===== config.mk =====
export PLATFORM = sky130hd
export DESIGN_NAME = efs_device_flat
export DESIGN_NICKNAME = d
export VERILOG_FILES = /design/src/efs_pkg.sv /design/src/efs_link_if.sv /design/src/efs_device.sv /design/src/flat_wrapper.sv
export SDC_FILE = /design/constraint.sdc
export NUM_CORES = 1
export LEC_CHECK = 0
export ABC_CLOCK_PERIOD_IN_PS = 8050
export BUFFER_PORTS_ARGS = -buffer_cell sky130_fd_sc_hd__buf_2
export CAP_MARGIN = 20
export CORE_MARGIN = 2
export CORE_UTILIZATION = 38
export CTS_CLUSTER_DIAMETER = 120
export DETAILED_ROUTE_END_ITERATION = 10
export GPL_TIMING_DRIVEN = 0
export PLACE_DENSITY = 0.58
export REMOVE_ABC_BUFFERS = 1
export SLEW_MARGIN = 25
export SYNTH_ARGS = -nofsm -noshare
export SYNTH_HDL_FRONTEND = slang
export SYNTH_SLANG_ARGS = --single-unit
export TNS_END_PERCENT = 5

===== constraint.sdc =====
create_clock -name clock -period 8.05 [get_ports clock]
set_input_delay 0.805 -clock clock [delete_from_list [all_inputs] [get_ports clock]]
set_output_delay 0.805 -clock clock [all_outputs]
set_load 0.02 [all_outputs]

===== src/efs_pkg.sv =====
// shared constants and types for the frame-streaming serial link
package efs_pkg;
	// command word layout
	localparam int            CMD_W       = 32;
	localparam int            CMD_WR_BIT  = 31;
	localparam int            ADDR_HI     = 30;
	localparam int            ADDR_LO     = 24;
	localparam int            DATA_W      = 24;
	// register addresses
	localparam logic [6:0]    A_CHAN_CTL  = 7'h01;
	localparam logic [6:0]    A_PACE_CTL  = 7'h04;
	localparam logic [6:0]    A_CMREF_CTL = 7'h05;
	localparam logic [6:0]    A_PACE_THR  = 7'h07;
	localparam logic [6:0]    A_TEST_CTL  = 7'h08;
	localparam logic [6:0]    A_FRAME_CTL = 7'h0a;
	localparam logic [6:0]    A_FILT_CTL  = 7'h0b;
	localparam logic [6:0]    A_PACE_MEAS = 7'h1a;
	localparam logic [6:0]    A_FRAME_HDR = 7'h40;
	localparam logic [6:0]    A_CHAN_WORD = 7'h11;
	localparam logic [6:0]    A_RESP_WORD = 7'h1b;
	localparam logic [6:0]    A_LOFF_WORD = 7'h1c;
	// reset values
	localparam logic [23:0]   PACE_THR_RST = 24'h242424;
	localparam logic [23:0]   FRAME_HDR_RST = 24'h800000;
	localparam logic [23:0]   CTL_RST      = 24'h000000;
	// channel control fields
	localparam int            CH_CONV_BIT  = 3;
	localparam int            CH_GANG_BIT  = 4;
	localparam int            CH_MASTER_BIT = 5;
	localparam int            CH_EXTCLK_BIT = 6;
	// frame control fields
	localparam int            FRM_ELEC_BIT = 4;
	localparam int            FRM_NOLOFF_BIT = 11;
	localparam int            FRM_NORESP_BIT = 13;
	localparam int            FRM_NOPACE_BIT = 14;
	// common-mode reference fields
	localparam int            CM_EXT_IN_BIT = 2;
	localparam int            CM_DRIVE_BIT = 3;
	// pace control fields
	localparam int            PACE_EN_LO   = 0;
	localparam int            PACE_WFILT_BIT = 10;
	localparam int            PACE_VFILT_BIT = 11;
	localparam int            HDR_PACE_LO  = 20;
	// word slots within a frame
	localparam logic [2:0]    WI_HDR  = 3'h0;
	localparam logic [2:0]    WI_PACE = 3'h4;
	localparam logic [2:0]    WI_RESP = 3'h5;
	localparam logic [2:0]    WI_LOFF = 3'h6;
	localparam logic [2:0]    WI_WRAP = 3'h7;
	// timing
	localparam int            CLK_HZ        = 10_000_000;
	localparam int            CLK_PERIOD_NS = 100;
	localparam int            FRAME_RATE_HZ = 2000;
	localparam int            FRAME_CYC_DFLT = CLK_HZ / FRAME_RATE_HZ;
	localparam int            SCLK_PERIOD_NS = 800;
	localparam int            SCLK_HALF_CYC = SCLK_PERIOD_NS / (2 * CLK_PERIOD_NS);
	localparam int            CS_GAP_CYC    = 4;
	typedef enum logic [1:0] {CV_IDLE, CV_WAIT_SYNC, CV_RUN} efs_conv_t;
	typedef enum logic [1:0] {HS_IDLE, HS_SHIFT, HS_GAP} efs_hstate_t;
endpackage : efs_pkg


===== src/efs_link_if.sv =====
// serial link between host controller and front end
`timescale 1ns/1ns
interface efs_link_if;
	logic sclk;
	logic cs_n;
	logic sdi;
	logic sdo;
	modport dev (input sclk, input cs_n, input sdi, output sdo);
	modport host (output sclk, output cs_n, output sdi, input sdo);
endinterface : efs_link_if


===== src/efs_device.sv =====
// front-end end of the link: command decode, registers, frame stream, ganging
//
// How it works
// 32-bit command: write bit, address, data, msb first
// pace control enables instances and filters
// frame header read starts frame streaming
// host keeps clocking to read frame_header_stream
// valid pace sets header flags, loads measurement
// pace threshold resets to 0x242424
// pace word sent only if frame control allows
// frame control sets words, format, always send
// common-mode reference selects external input
// gang slave waits for master sync edge
// host configures slave before starting conversion
// frame length configurable per device
// master drives common mode out to slave
// gang master emits sync edge on start
// host issues frame read to both devices
// host computes leads from electrode words; efs_host passes the received words out on rsp_word unchanged
// command during stream halts conversion
// test tone needs electrode format
`timescale 1ns/1ns
module efs_device
	import efs_pkg::*;
#(
	parameter int FRAME_CYCLES = FRAME_CYC_DFLT
)(
	input  wire logic         clock,          // system clock
	input  wire logic         rst,            // synchronous reset
	efs_link_if.dev           link,           // serial link
	input  wire logic [71:0]  chan_samples,   // three 24-bit channel samples
	input  wire logic [23:0]  resp_magnitude, // respiration magnitude
	input  wire logic [23:0]  leadoff_status, // lead-off status word
	input  wire logic         pace_event,     // pace candidate pulse
	input  wire logic [2:0]   pace_lead_hits, // leads that saw the pulse
	input  wire logic [23:0]  pace_meas_in,   // width [7:0], height [15:8]
	input  wire logic         gang_sync_in,   // sync from gang master
	output logic              gang_sync_out,  // sync to gang slave
	output logic              cm_drive_out,   // drive common mode out
	output logic              cm_ext_select,  // take common mode from input
	output logic              clk_ext_select, // clock from master input
	output logic              converting,     // conversion running
	output logic [23:0]       pace_threshold, // pace amplitude threshold
	output logic [23:0]       test_tone_cfg,  // test signal setup
	output logic [23:0]       filter_cfg      // filter setup
);
	typedef struct packed {
		logic [1:0]  sclk_s;
		logic [1:0]  cs_s;
		logic [1:0]  sdi_s;
		logic [1:0]  gin_s;
		logic        sclk_prev;
		logic        gin_prev;
		logic [5:0]  bitcnt;
		logic [31:0] in_sr;
		logic [31:0] out_sr;
		logic [31:0] rsp;
		logic        load_pend;
		logic [23:0] chan;
		logic [23:0] pace;
		logic [23:0] cmref;
		logic [23:0] thr;
		logic [23:0] test;
		logic [23:0] frm;
		logic [23:0] filt;
		logic [23:0] hdr;
		logic [23:0] pmeas;
		logic        stream;
		logic [2:0]  widx;
		efs_conv_t   conv;
		logic [15:0] tmr;
		logic [71:0] snap;
		logic        gang_out;
	} efs_dev_st_t;

	efs_dev_st_t q;
	efs_dev_st_t d;

	////////////////////////////////////////////////////////////////////////////
	// frame word builder: electrode words raw, vector words as differences
	function automatic logic [31:0] frame_word(input logic [2:0] i, input efs_dev_st_t s);
		logic [23:0] a;
		logic [23:0] b;
		a = 24'h000000;
		b = 24'h000000;
		frame_word = 32'h00000000;
		if (i == WI_HDR)
			frame_word = {1'b0, A_FRAME_HDR, s.hdr};
		else if (i < WI_PACE)
		begin
			a = s.snap[(i - 3'h1) * 24 +: 24];
			b = s.snap[((i == 3'h3) ? 0 : i * 24) +: 24];
			if (s.frm[FRM_ELEC_BIT])
				frame_word = {1'b0, A_CHAN_WORD + 7'(i - 3'h1), a};
			else
				frame_word = {1'b0, A_CHAN_WORD + 7'(i - 3'h1), b - a};
		end
		else if (i == WI_PACE)
			frame_word = {1'b0, A_PACE_MEAS, s.pmeas};
		else if (i == WI_RESP)
			frame_word = {1'b0, A_RESP_WORD, resp_magnitude};
		else
			frame_word = {1'b0, A_LOFF_WORD, leadoff_status};
	endfunction : frame_word

	// next slot, skipping words that frame control leaves out
	function automatic logic [2:0] next_word(input logic [2:0] i, input logic [23:0] f);
		logic [2:0] n;
		n = i + 3'h1;
		if (n == WI_PACE && f[FRM_NOPACE_BIT])
			n = WI_RESP;
		if (n == WI_RESP && f[FRM_NORESP_BIT])
			n = WI_LOFF;
		if (n == WI_LOFF && f[FRM_NOLOFF_BIT])
			n = WI_WRAP;
		if (n == WI_WRAP)
			n = WI_HDR;
		next_word = n;
	endfunction : next_word

	////////////////////////////////////////////////////////////////////////////
	// next-state logic
	always_comb
	begin
		logic        rise;
		logic        fall;
		logic        gin_rise;
		logic        cmd;
		logic        pvalid;
		logic [2:0]  hits;
		logic [2:0]  ni;
		logic [31:0] w;
		logic [6:0]  addr;
		logic [23:0] dat;
		logic [23:0] rv;
		d = q;
		rise = 1'b0;
		fall = 1'b0;
		gin_rise = 1'b0;
		cmd = 1'b0;
		pvalid = 1'b0;
		hits = 3'h0;
		ni = 3'h0;
		w = 32'h00000000;
		addr = 7'h00;
		dat = 24'h000000;
		rv = 24'h000000;
		// pin synchronisers; edges only from the second stage
		d.sclk_s = {q.sclk_s[0], link.sclk};
		d.cs_s = {q.cs_s[0], link.cs_n};
		d.sdi_s = {q.sdi_s[0], link.sdi};
		d.gin_s = {q.gin_s[0], gang_sync_in};
		d.sclk_prev = q.sclk_s[1];
		d.gin_prev = q.gin_s[1];
		rise = q.sclk_s[1] & ~q.sclk_prev;
		fall = ~q.sclk_s[1] & q.sclk_prev;
		gin_rise = q.gin_s[1] & ~q.gin_prev;

		// conversion sequencing and frame timer
		unique case (q.conv)
			CV_IDLE: d.tmr = 16'h0000;
			CV_WAIT_SYNC:
				if (gin_rise)
					d.conv = CV_RUN;
			CV_RUN:
				if (q.tmr == 16'(FRAME_CYCLES - 1))
				begin
					d.tmr = 16'h0000;
					d.snap = chan_samples;
				end
				else
					d.tmr = q.tmr + 16'h0001;
		endcase

		// serial shift engine; sdo moves on falling edges, sdi taken on rising.
		// the last fall of a word comes with the select release, so a pending
		// answer is still loaded then and held over the gap
		if (fall && (q.load_pend || !q.cs_s[1]))
		begin
			d.out_sr = q.load_pend ? q.rsp : {q.out_sr[30:0], 1'b0};
			d.load_pend = 1'b0;
		end
		if (q.cs_s[1])
			d.bitcnt = 6'h00;
		else
		begin
			if (rise)
			begin
				d.in_sr = {q.in_sr[30:0], q.sdi_s[1]};
				d.bitcnt = q.bitcnt + 6'h01;
				if (q.bitcnt == 6'(CMD_W - 1))
				begin
					w = {q.in_sr[30:0], q.sdi_s[1]};
					addr = w[ADDR_HI:ADDR_LO];
					dat = w[DATA_W-1:0];
					d.bitcnt = 6'h00;
					d.load_pend = 1'b1;
					d.rsp = 32'h00000000;
					cmd = ~q.stream | (w != 32'h00000000);
					if (q.stream && w != 32'h00000000)
					begin
						d.stream = 1'b0;
						d.conv = CV_IDLE;
						d.gang_out = 1'b0;
					end
					else if (q.stream)
					begin
						ni = next_word(q.widx, q.frm);
						d.widx = ni;
						d.rsp = frame_word(ni, q);
						if (ni == WI_HDR)
							d.hdr[HDR_PACE_LO +: 3] = 3'h0;
					end
					if (cmd && w[CMD_WR_BIT])
					begin
						unique case (addr)
							A_CHAN_CTL:
							begin
								d.chan = dat;
								d.tmr = 16'h0000;
								if (!dat[CH_CONV_BIT])
								begin
									d.conv = CV_IDLE;
									d.gang_out = 1'b0;
								end
								else if (dat[CH_GANG_BIT] && !dat[CH_MASTER_BIT])
									d.conv = CV_WAIT_SYNC;
								else
								begin
									d.conv = CV_RUN;
									d.gang_out = dat[CH_GANG_BIT];
								end
							end
							A_PACE_CTL:  d.pace = dat;
							A_CMREF_CTL: d.cmref = dat;
							A_PACE_THR:  d.thr = dat;
							A_TEST_CTL:  d.test = dat;
							A_FRAME_CTL: d.frm = dat;
							A_FILT_CTL:  d.filt = dat;
							default: ;
						endcase
					end
					else if (cmd)
					begin
						unique case (addr)
							A_CHAN_CTL:  rv = q.chan;
							A_PACE_CTL:  rv = q.pace;
							A_CMREF_CTL: rv = q.cmref;
							A_PACE_THR:  rv = q.thr;
							A_TEST_CTL:  rv = q.test;
							A_FRAME_CTL: rv = q.frm;
							A_FILT_CTL:  rv = q.filt;
							A_PACE_MEAS: rv = q.pmeas;
							default:     rv = 24'h000000;
						endcase
						d.rsp = {1'b0, addr, rv};
						if (addr == A_FRAME_HDR)
						begin
							d.stream = 1'b1;
							d.widx = WI_HDR;
							d.rsp = frame_word(WI_HDR, q);
							d.hdr[HDR_PACE_LO +: 3] = 3'h0;
						end
					end
				end
			end
		end

		// pace capture; a new flag beats the clear made by sending the header
		hits = pace_lead_hits & q.pace[PACE_EN_LO +: 3];
		pvalid = (~q.pace[PACE_WFILT_BIT] | (pace_meas_in[7:0] != 8'h00))
		       & (~q.pace[PACE_VFILT_BIT] | (pace_meas_in[15:8] != 8'h00));
		if (q.conv == CV_RUN && pace_event && hits != 3'h0 && pvalid)
		begin
			d.pmeas = pace_meas_in;
			d.hdr[HDR_PACE_LO +: 3] = d.hdr[HDR_PACE_LO +: 3] | hits;
		end
	end

	////////////////////////////////////////////////////////////////////////////
	// state register
	always_ff @(posedge clock)
	begin
		if (rst)
		begin
			q <= '0;
			q.cs_s <= 2'h3;
			q.chan <= CTL_RST;
			q.thr <= PACE_THR_RST;
			q.hdr <= FRAME_HDR_RST;
		end
		else
			q <= d;
	end

	// outputs straight from state bits
	assign link.sdo = q.out_sr[31];
	assign gang_sync_out = q.gang_out;
	assign cm_drive_out = q.cmref[CM_DRIVE_BIT];
	assign cm_ext_select = q.cmref[CM_EXT_IN_BIT];
	assign clk_ext_select = q.chan[CH_EXTCLK_BIT];
	assign converting = (q.conv == CV_RUN);
	assign pace_threshold = q.thr;
	assign test_tone_cfg = q.test;
	assign filter_cfg = q.filt;
endmodule : efs_device


===== src/flat_wrapper.sv =====
// flat-port wrapper written by rule: the top's interface ports become plain ports
module efs_device_flat import efs_pkg::*;
#(
	parameter int FRAME_CYCLES = FRAME_CYC_DFLT
)
  (clock, rst, chan_samples, resp_magnitude, leadoff_status, pace_event, pace_lead_hits, pace_meas_in, gang_sync_in, gang_sync_out, cm_drive_out, cm_ext_select, clk_ext_select, converting, pace_threshold, test_tone_cfg, filter_cfg, link_sclk, link_cs_n, link_sdi, link_sdo);
  efs_link_if link_i ();
  input  wire logic clock;
  input  wire logic rst;
  input  wire logic [71:0] chan_samples;
  input  wire logic [23:0] resp_magnitude;
  input  wire logic [23:0] leadoff_status;
  input  wire logic pace_event;
  input  wire logic [2:0] pace_lead_hits;
  input  wire logic [23:0] pace_meas_in;
  input  wire logic gang_sync_in;
  output logic gang_sync_out;
  output logic cm_drive_out;
  output logic cm_ext_select;
  output logic clk_ext_select;
  output logic converting;
  output logic [23:0] pace_threshold;
  output logic [23:0] test_tone_cfg;
  output logic [23:0] filter_cfg;
  input wire logic [$bits(link_i.sclk)-1:0] link_sclk;
  input wire logic [$bits(link_i.cs_n)-1:0] link_cs_n;
  input wire logic [$bits(link_i.sdi)-1:0] link_sdi;
  output wire logic [$bits(link_i.sdo)-1:0] link_sdo;
  assign link_i.sclk = link_sclk;
  assign link_i.cs_n = link_cs_n;
  assign link_i.sdi = link_sdi;
  assign link_sdo = link_i.sdo;
  efs_device #(.FRAME_CYCLES(FRAME_CYCLES)) u_core (.clock(clock), .rst(rst), .link(link_i), .chan_samples(chan_samples), .resp_magnitude(resp_magnitude), .leadoff_status(leadoff_status), .pace_event(pace_event), .pace_lead_hits(pace_lead_hits), .pace_meas_in(pace_meas_in), .gang_sync_in(gang_sync_in), .gang_sync_out(gang_sync_out), .cm_drive_out(cm_drive_out), .cm_ext_select(cm_ext_select), .clk_ext_select(clk_ext_select), .converting(converting), .pace_threshold(pace_threshold), .test_tone_cfg(test_tone_cfg), .filter_cfg(filter_cfg));
endmodule

==> results of run 1 <==
[path summary, 6_finish.rpt]
check | slack [ns] | end | cells past startpoint | startpoint
setup / recovery | 0.30 | u_core.q[334] | 28 | u_core.q[91]
setup reg to reg | 0.30 | u_core.q[334] | 28 | u_core.q[91]
hold reg to reg | 0.41 | u_core.q[421] | 1 | u_core.d[421]
hold / removal | 0.39 | u_core.d[421] | 2 | link_cs_n
[power breakdown]
part	internal (mW)	leakage [nW]	switching [mW]
logic	0.0412	5.53	0.0653
clock network	1.27	0.764	0.908
registers	1.99	3.23	0.00284
[worst max-delay path, delay by kind of cell, from the launching register on]
kind                     cells  cell delay [ns]
flip-flops                   1             0.42
AND/OR/NAND/NOR              9             2.23
AO/OA/AOI/OAI                8             2.09
buffers and inverters        4             0.68
adder cells (fa/ha/maj)      6             1.96
XOR/XNOR                     1             0.27
[cells by family after synthesis]
family,Yosys count,share of synthesized area
XOR/XNOR,25,0.00961
AO/OA/AOI/OAI,816,0.222
buffers and inverters,343,0.0718
AND/OR/NAND/NOR,1123,0.213
adder cells (fa/ha/maj),41,0.0235
multiplexers,185,0.108
flip-flops,401,0.352
[cells in the mapped netlist (all sizes together), types with 17 or more instances]
cell	number	area [µm²]
nand2	729	2740
a21oi	419	2100
dfxtp	401	8030
clkbuf	190	713
nor2	159	634
buf	122	800
mux2i	121	1210
o21ai	93	465
nand3	58	290
a211oi	49	368
mux4	47	1060
ha	38	475
a22oi	34	255
inv	31	124
and3	25	156
a31oi	23	144
nor3	22	110
nor4	22	163
a22o	21	184
a222oi	20	200
a221oi	19	173
nor2b	19	119
a311oi	17	149
mux2	17	195
[through the flow]
stage | setup TNS (ns) | setup slack [ns] | util | hold slack [ns] | cells
finish | 0 | 0.299 | 0.446 | 0.392 | 3794
global route | 0 | 0.0665 | 0.446 | 0.380 | 3792
CTS | 0 | 0.00687 | 0.442 | 0.372 | 3774
detailed placement | -45.44 | -2.98 | 0.410 | 0.399 | 3670
global placement | -225.91 | -7.37 | 0.396 | 0.403 | 3626
floorplan | -17.71 | -1.40 | - | 0.389 | 2622
[registers in the layout (all words and copies together), names as in the netlist]
register	count
u_core.link.sdo	1
u_core.test_tone_cfg	24
u_core.clk_ext_select	1
u_core.gang_sync_out	1
u_core.cm_ext_select	1
u_core.cm_drive_out	1
u_core.pace_threshold	24
u_core.q	318
u_core.filter_cfg	24
u_core.d	6
[repair_timing]
item                       in CTS  in global routing
hold endpoints to repair        0                  0
cloned                          2                  2
gates resized for setup        39                 18
hold buffers                    0                  0
buffers inserted               19                 16
pin swaps                       7                  5
setup endpoints to repair      24                 12
[area by class of cell]
cell class,count,area (µm²),area share
Multi-Input combinational cell,2194,13600,0.516
Sequential cell,401,8030,0.305
Timing Repair Buffer,310,2050,0.0776
Clock buffer,66,1310,0.0495
Tap cell,773,967,0.0367
Clock inverter,17,250,0.00949
Inverter,31,155,0.00589
Antenna cell,2,5.00,0.000190
[placed cells by master (no fill, tap or decap), types with 9 or more instances in the layout]
cell / synthesis / layout
or3_1: 9 / 9
o21ai_0: 85 / 84
nand2_1: 728 / 720
a22o_1: 21 / 21
clkbuf_1: 190 / 11
a21o_1: 12 / 12
a22oi_1: 34 / 34
mux4_2: 47 / 47
nand4_1: 16 / 16
nor2b_1: 19 / 16
buf_4: 73 / 56
a221oi_1: 18 / 18
a21oi_1: 419 / 417
o21a_1: 10 / 9
dfxtp_1: 401 / 397
buf_16: 0 / 13
mux2i_1: 121 / 121
a31oi_1: 23 / 23
inv_1: 28 / 25
nor4_1: 18 / 15
ha_1: 38 / 31
mux2_2: 13 / 13
xnor2_1: 11 / 9
nand2_2: 1 / 9
a222oi_1: 20 / 20
clkbuf_16: 0 / 45
clkbuf_8: 0 / 10
a211oi_1: 49 / 48
nand2b_1: 16 / 15
and3_1: 25 / 23
a311oi_1: 17 / 17
nand3_1: 58 / 56
buf_2: 30 / 236
nor2_1: 155 / 149
nor3_1: 22 / 19
xor2_1: 14 / 12
[per-layer routing]
metal / vias to the layer above / global-route usage
li1: 10500 / -
met1: 11200 / 0.390
met2: 1175 / 0.440
met3: 205 / 0.0518
met4: 0 / 0.0994
met5: - / 0
==> flow_summary.yaml, run 1 <==
worst_setup_path:
  startpoint_type: "flop"
  arrival_ns: 8.28
  crit_type: "reg -> reg"
  cp_slowest_stage_delay_ns: 0.58
  slowest_stage: "or4b_1"
  crit_fanout: 44
  endpoint_kind: "flop"
  crit_required_ns: 8.58
route:
  top_layer: "met4"
  vias_per_cell: 6.07
  via_count: 23000
  final_antenna_net_count: 0
  dr_wl_met3_um: 8870
  drt-pass1-iter-count: 7
  route.detailed.drc: 0
  drt-met1-wl_um: 38900
  drt_iter0_drc: 2954
  routed-wl-met2_um: 40000
  wl_per_cell_um: 24.0
  wl_um: 91100
floorplan:
  die_w_um: 249
  initial_core_util: 0.385
  rows: 89
  core_um2: 59100
  die_area_um2: 62000
  chipHeight_um: 249
  num_io_pins: 232
grt:
  grt_pass1_vias: 21600
  grt_util_all_layers: 0.282
  grt_max_degree: 110
  grt_pass1_wl_um: 136000
  antenna_found_initial: 1
  overflow: 0
sta:
  finalSetupViolCount: 0
  rsz0062_at_grt: "false"
  finClkSkew_ns: 0.0220
  min_period_ns: 7.75
  tightest_slew_ns: 1.10
  fmax_mhz: 129
  post-route-period-util: 0.963
  final_hold_viol_count: 0
  relSlewSlack: 0.265
  slew_violations: 0
placement:
  dpl_cell_area_um2: 24200
  dp_hpwl_um: 63400
  port_buffers: 231
  place_congestion: 0.938
finish:
  syn_to_final_growth_pct: 15.6
  drive_gt1_frac: 0.180
  fin_nets: 3178
  fillers: 5808
  final_area_um2: 26400
synth:
  ys.flop_type: "dfxtp_1"
  seq_area_frac_synth: 0.352
  yosysUniqueCellTypes: 95
  synthesis.area_um2: 22800
  async_flop_share: 0
  yosysWarnings: 0
  postSynthAreaPerCell_um2: 7.77
  synth_edf_count: 0
  synth.ff_latch_count: 401
  syn_inst: 2934
cts:
  htree_levels: 2
  clockBufferDepth: 3
  clkLatencyLatePin_ns: 0.61
  root_buffer: "clkbuf_16"
  tritoncts_num_sinks: 401
  tritoncts: "built"
  cts_made_buffers: 45
  clk_pin_slew_worst_paths_ns: 0.06
power:
  ir_drop_v: 0.000137
  powerDensity_nw_per_um2: 162
  p_leak_nw: 9.53
  power_mw: 4.27
min_path:
  hp-class: "in -> reg"
status:
  status: "finished, final reports clean"
run:
  maxCapViolations: 0
(Power assumes the default switching activity.)
==> inputs of run 2 (changes only) <==
- CORE_UTILIZATION: 38 -> 35
- CTS_CLUSTER_DIAMETER: 120 -> unset
- PLACE_DENSITY: 0.58 -> 0.55
==> run 2 against run 1 <==
The flow now finishes with violations (DRC). Global-route usage decreased by 2.1 points. Routed wire length down 0.22%. Via count shrank 0.52%. Maximum frequency up 0.13%. Sequential share of layout area is 0.29 points higher. Count of clock-buffer cells in the layout is 1 lower. First-iteration DRC count shrank 11%. Combinational power is essentially flat. Final cell count increased by 1.6%. Worst hold slack about the same. Power decreased by 4.8%.
==> flow_summary.yaml, run 2 (synthesis gave the netlist of run 1 again) <==
floorplan:
  initial_core_util: 0.354
  die_w_um: 259
  num_io_pins: 232
  chipHeight_um: 259
  die_area_um2: 67200
  rows: 93
  core_um2: 64500
sta:
  tightest_slew_ns: 1.24
  min_period_ns: 7.74
  slew_violations: 0
  relSlewSlack: 0.173
  finalSetupViolCount: 0
  final_hold_viol_count: 0
  finClkSkew_ns: 0.0209
  post-route-period-util: 0.962
  fin_ws_ns: 0.309
  fmax_mhz: 129
  rsz0062_at_grt: "false"
  holdWs_ns: 0.392
grt:
  grt_pass1_wl_um: 135000
  grt_pass1_vias: 21400
  grt_util_all_layers: 0.261
  overflow: 0
  grt_max_degree: 113
  antenna_found_initial: 3
worst_setup_path:
  crit_required_ns: 8.57
  slowest_stage: "or4b_1"
  crit_type: "reg -> reg"
  endpoint_kind: "flop"
  arrival_ns: 8.26
  crit_fanout: 29
  cp_slowest_stage_delay_ns: 0.54
  startpoint_type: "flop"
run:
  maxCapViolations: 0
finish:
  fin_nets: 3162
  fin_util: 0.405
  top_register: "u_core.q"
  fillers: 6622
  drive_gt1_frac: 0.172
  syn_to_final_growth_pct: 14.6
  final_cell_mix: "720 x nand2_1, 417 x a21oi_1, 397 x dfxtp_1, 240 x buf_2, 149 x nor2_1"
  stdcell_count: 3853
  largest_register_ffs: 318
  layout_commonest_cell: "nand2_1"
route:
  wl_per_cell_um: 23.6
  via_count: 22900
  drt-pass1-iter-count: 11
  vias_per_cell: 5.95
  drt_iter0_drc: 2617
  final_antenna_net_count: 0
  route.detailed.drc: 2
  wl_um: 90900
cts:
  clockBufferDepth: 3
  clkLatencyLatePin_ns: 0.61
  root_buffer: "clkbuf_16"
  cts_made_buffers: 44
  tritoncts_num_sinks: 401
  htree_levels: 2
  clk_pin_slew_worst_paths_ns: 0.05
  tritoncts: "built"
placement:
  pre_cts_ws_ns: -2.95
  dp_hpwl_um: 63400
  place_congestion: 0.957
  numPlacedInstances: 3751
  port_buffers: 231
power:
  p_seq_frac: 0.489
  p_switching_mw: 0.941
  powerDensity_nw_per_um2: 156
  ir_drop_v: 0.000160
  power_mw: 4.07
  switching_share: 0.231
  p_leak_nw: 9.35
  p_comb_frac: 0.026
  p_int_mw: 3.13
  p_clk_frac: 0.484
status:
  violations: "DRC"
  status: "finished with violations"
min_path:
  hp-class: "in -> reg"
## run 2: changes by cell type in the layout (fill, tap and decap cells not counted), moves of 2 or more
cell | previous run | this run
buf_4 | 56 | 37
buf_6 | 1 | 3
inv_6 | 3 | 1
clkbuf_1 | 11 | 16
bufinv_16 | 4 | 1
clkbuf_8 | 10 | 5
buf_16 | 13 | 10
buf_2 | 236 | 240
## run 2: final cells by class
type	instances	area, µm²	share of cell area
Multi-Input combinational cell	2193	13600	0.520
Clock buffer	65	1230	0.0471
Sequential cell	401	8030	0.308
Inverter	31	153	0.00585
Tap cell	855	1070	0.0410
Clock inverter	11	141	0.00541
Antenna cell	1	2.50	0.0000958
Timing Repair Buffer	296	1900	0.0727
## run 2: worst paths after layout
path            startpoint             to  slack, ns  depth (start not counted)
max           u_core.q[91]  u_core.q[335]       0.31                         30
min              link_cs_n  u_core.d[421]       0.39                          2
max reg2reg   u_core.q[91]  u_core.q[335]       0.31                         30
min reg2reg  u_core.d[421]  u_core.q[421]       0.41                          1
## run 2: stage by stage
stage / setup TNS [ns] / cell area, µm²
final: 0 / 26100
after detailed placement: -43.48 / 24300
after floorplan: -17.71 / 21300
after global routing: 0 / 26100
after CTS: 0 / 26000
after global placement: -233.75 / 23500
## run 2: repair_timing
item,in CTS,in global routing
endpoints found under the setup margin,24,8
hold buffers,0,0
cloned,2,1
endpoints found under the hold margin,0,0
setup buffers,16,6
gates resized for setup,40,17
pin swaps,8,4
## run 2: power groups by stage
stage / clock [mW] / combinational (mW) / sequential [mW]
final: 1.97 / 0.106 / 1.99
after global routing: 2.08 / 0.114 / 1.99
after CTS: 2.00 / 0.106 / 1.99
after detailed placement: 0 / 0.105 / 2.03
after global placement: 0 / 0.0993 / 2.03
after floorplan: 0 / 0.0177 / 2.03
## run 2: critical path, delay by kind of cell, from the launching register on
kind	cells	cell delay [ns]
AO/OA/AOI/OAI	14	3.03
AND/OR/NAND/NOR	7	1.81
adder cells (fa/ha/maj)	5	1.72
buffers and inverters	3	0.52
flip-flops	1	0.36
XOR/XNOR	1	0.20
## run 2: per-layer routing
metal / part of all wire / GRT usage / vias to the layer above
met5: 0.00030 / 0 / -
met4: 0.037 / 0.0972 / 4
met3: 0.093 / 0.0498 / 208
met2: 0.45 / 0.409 / 1176
met1: 0.42 / 0.356 / 11100
li1: - / - / 10400
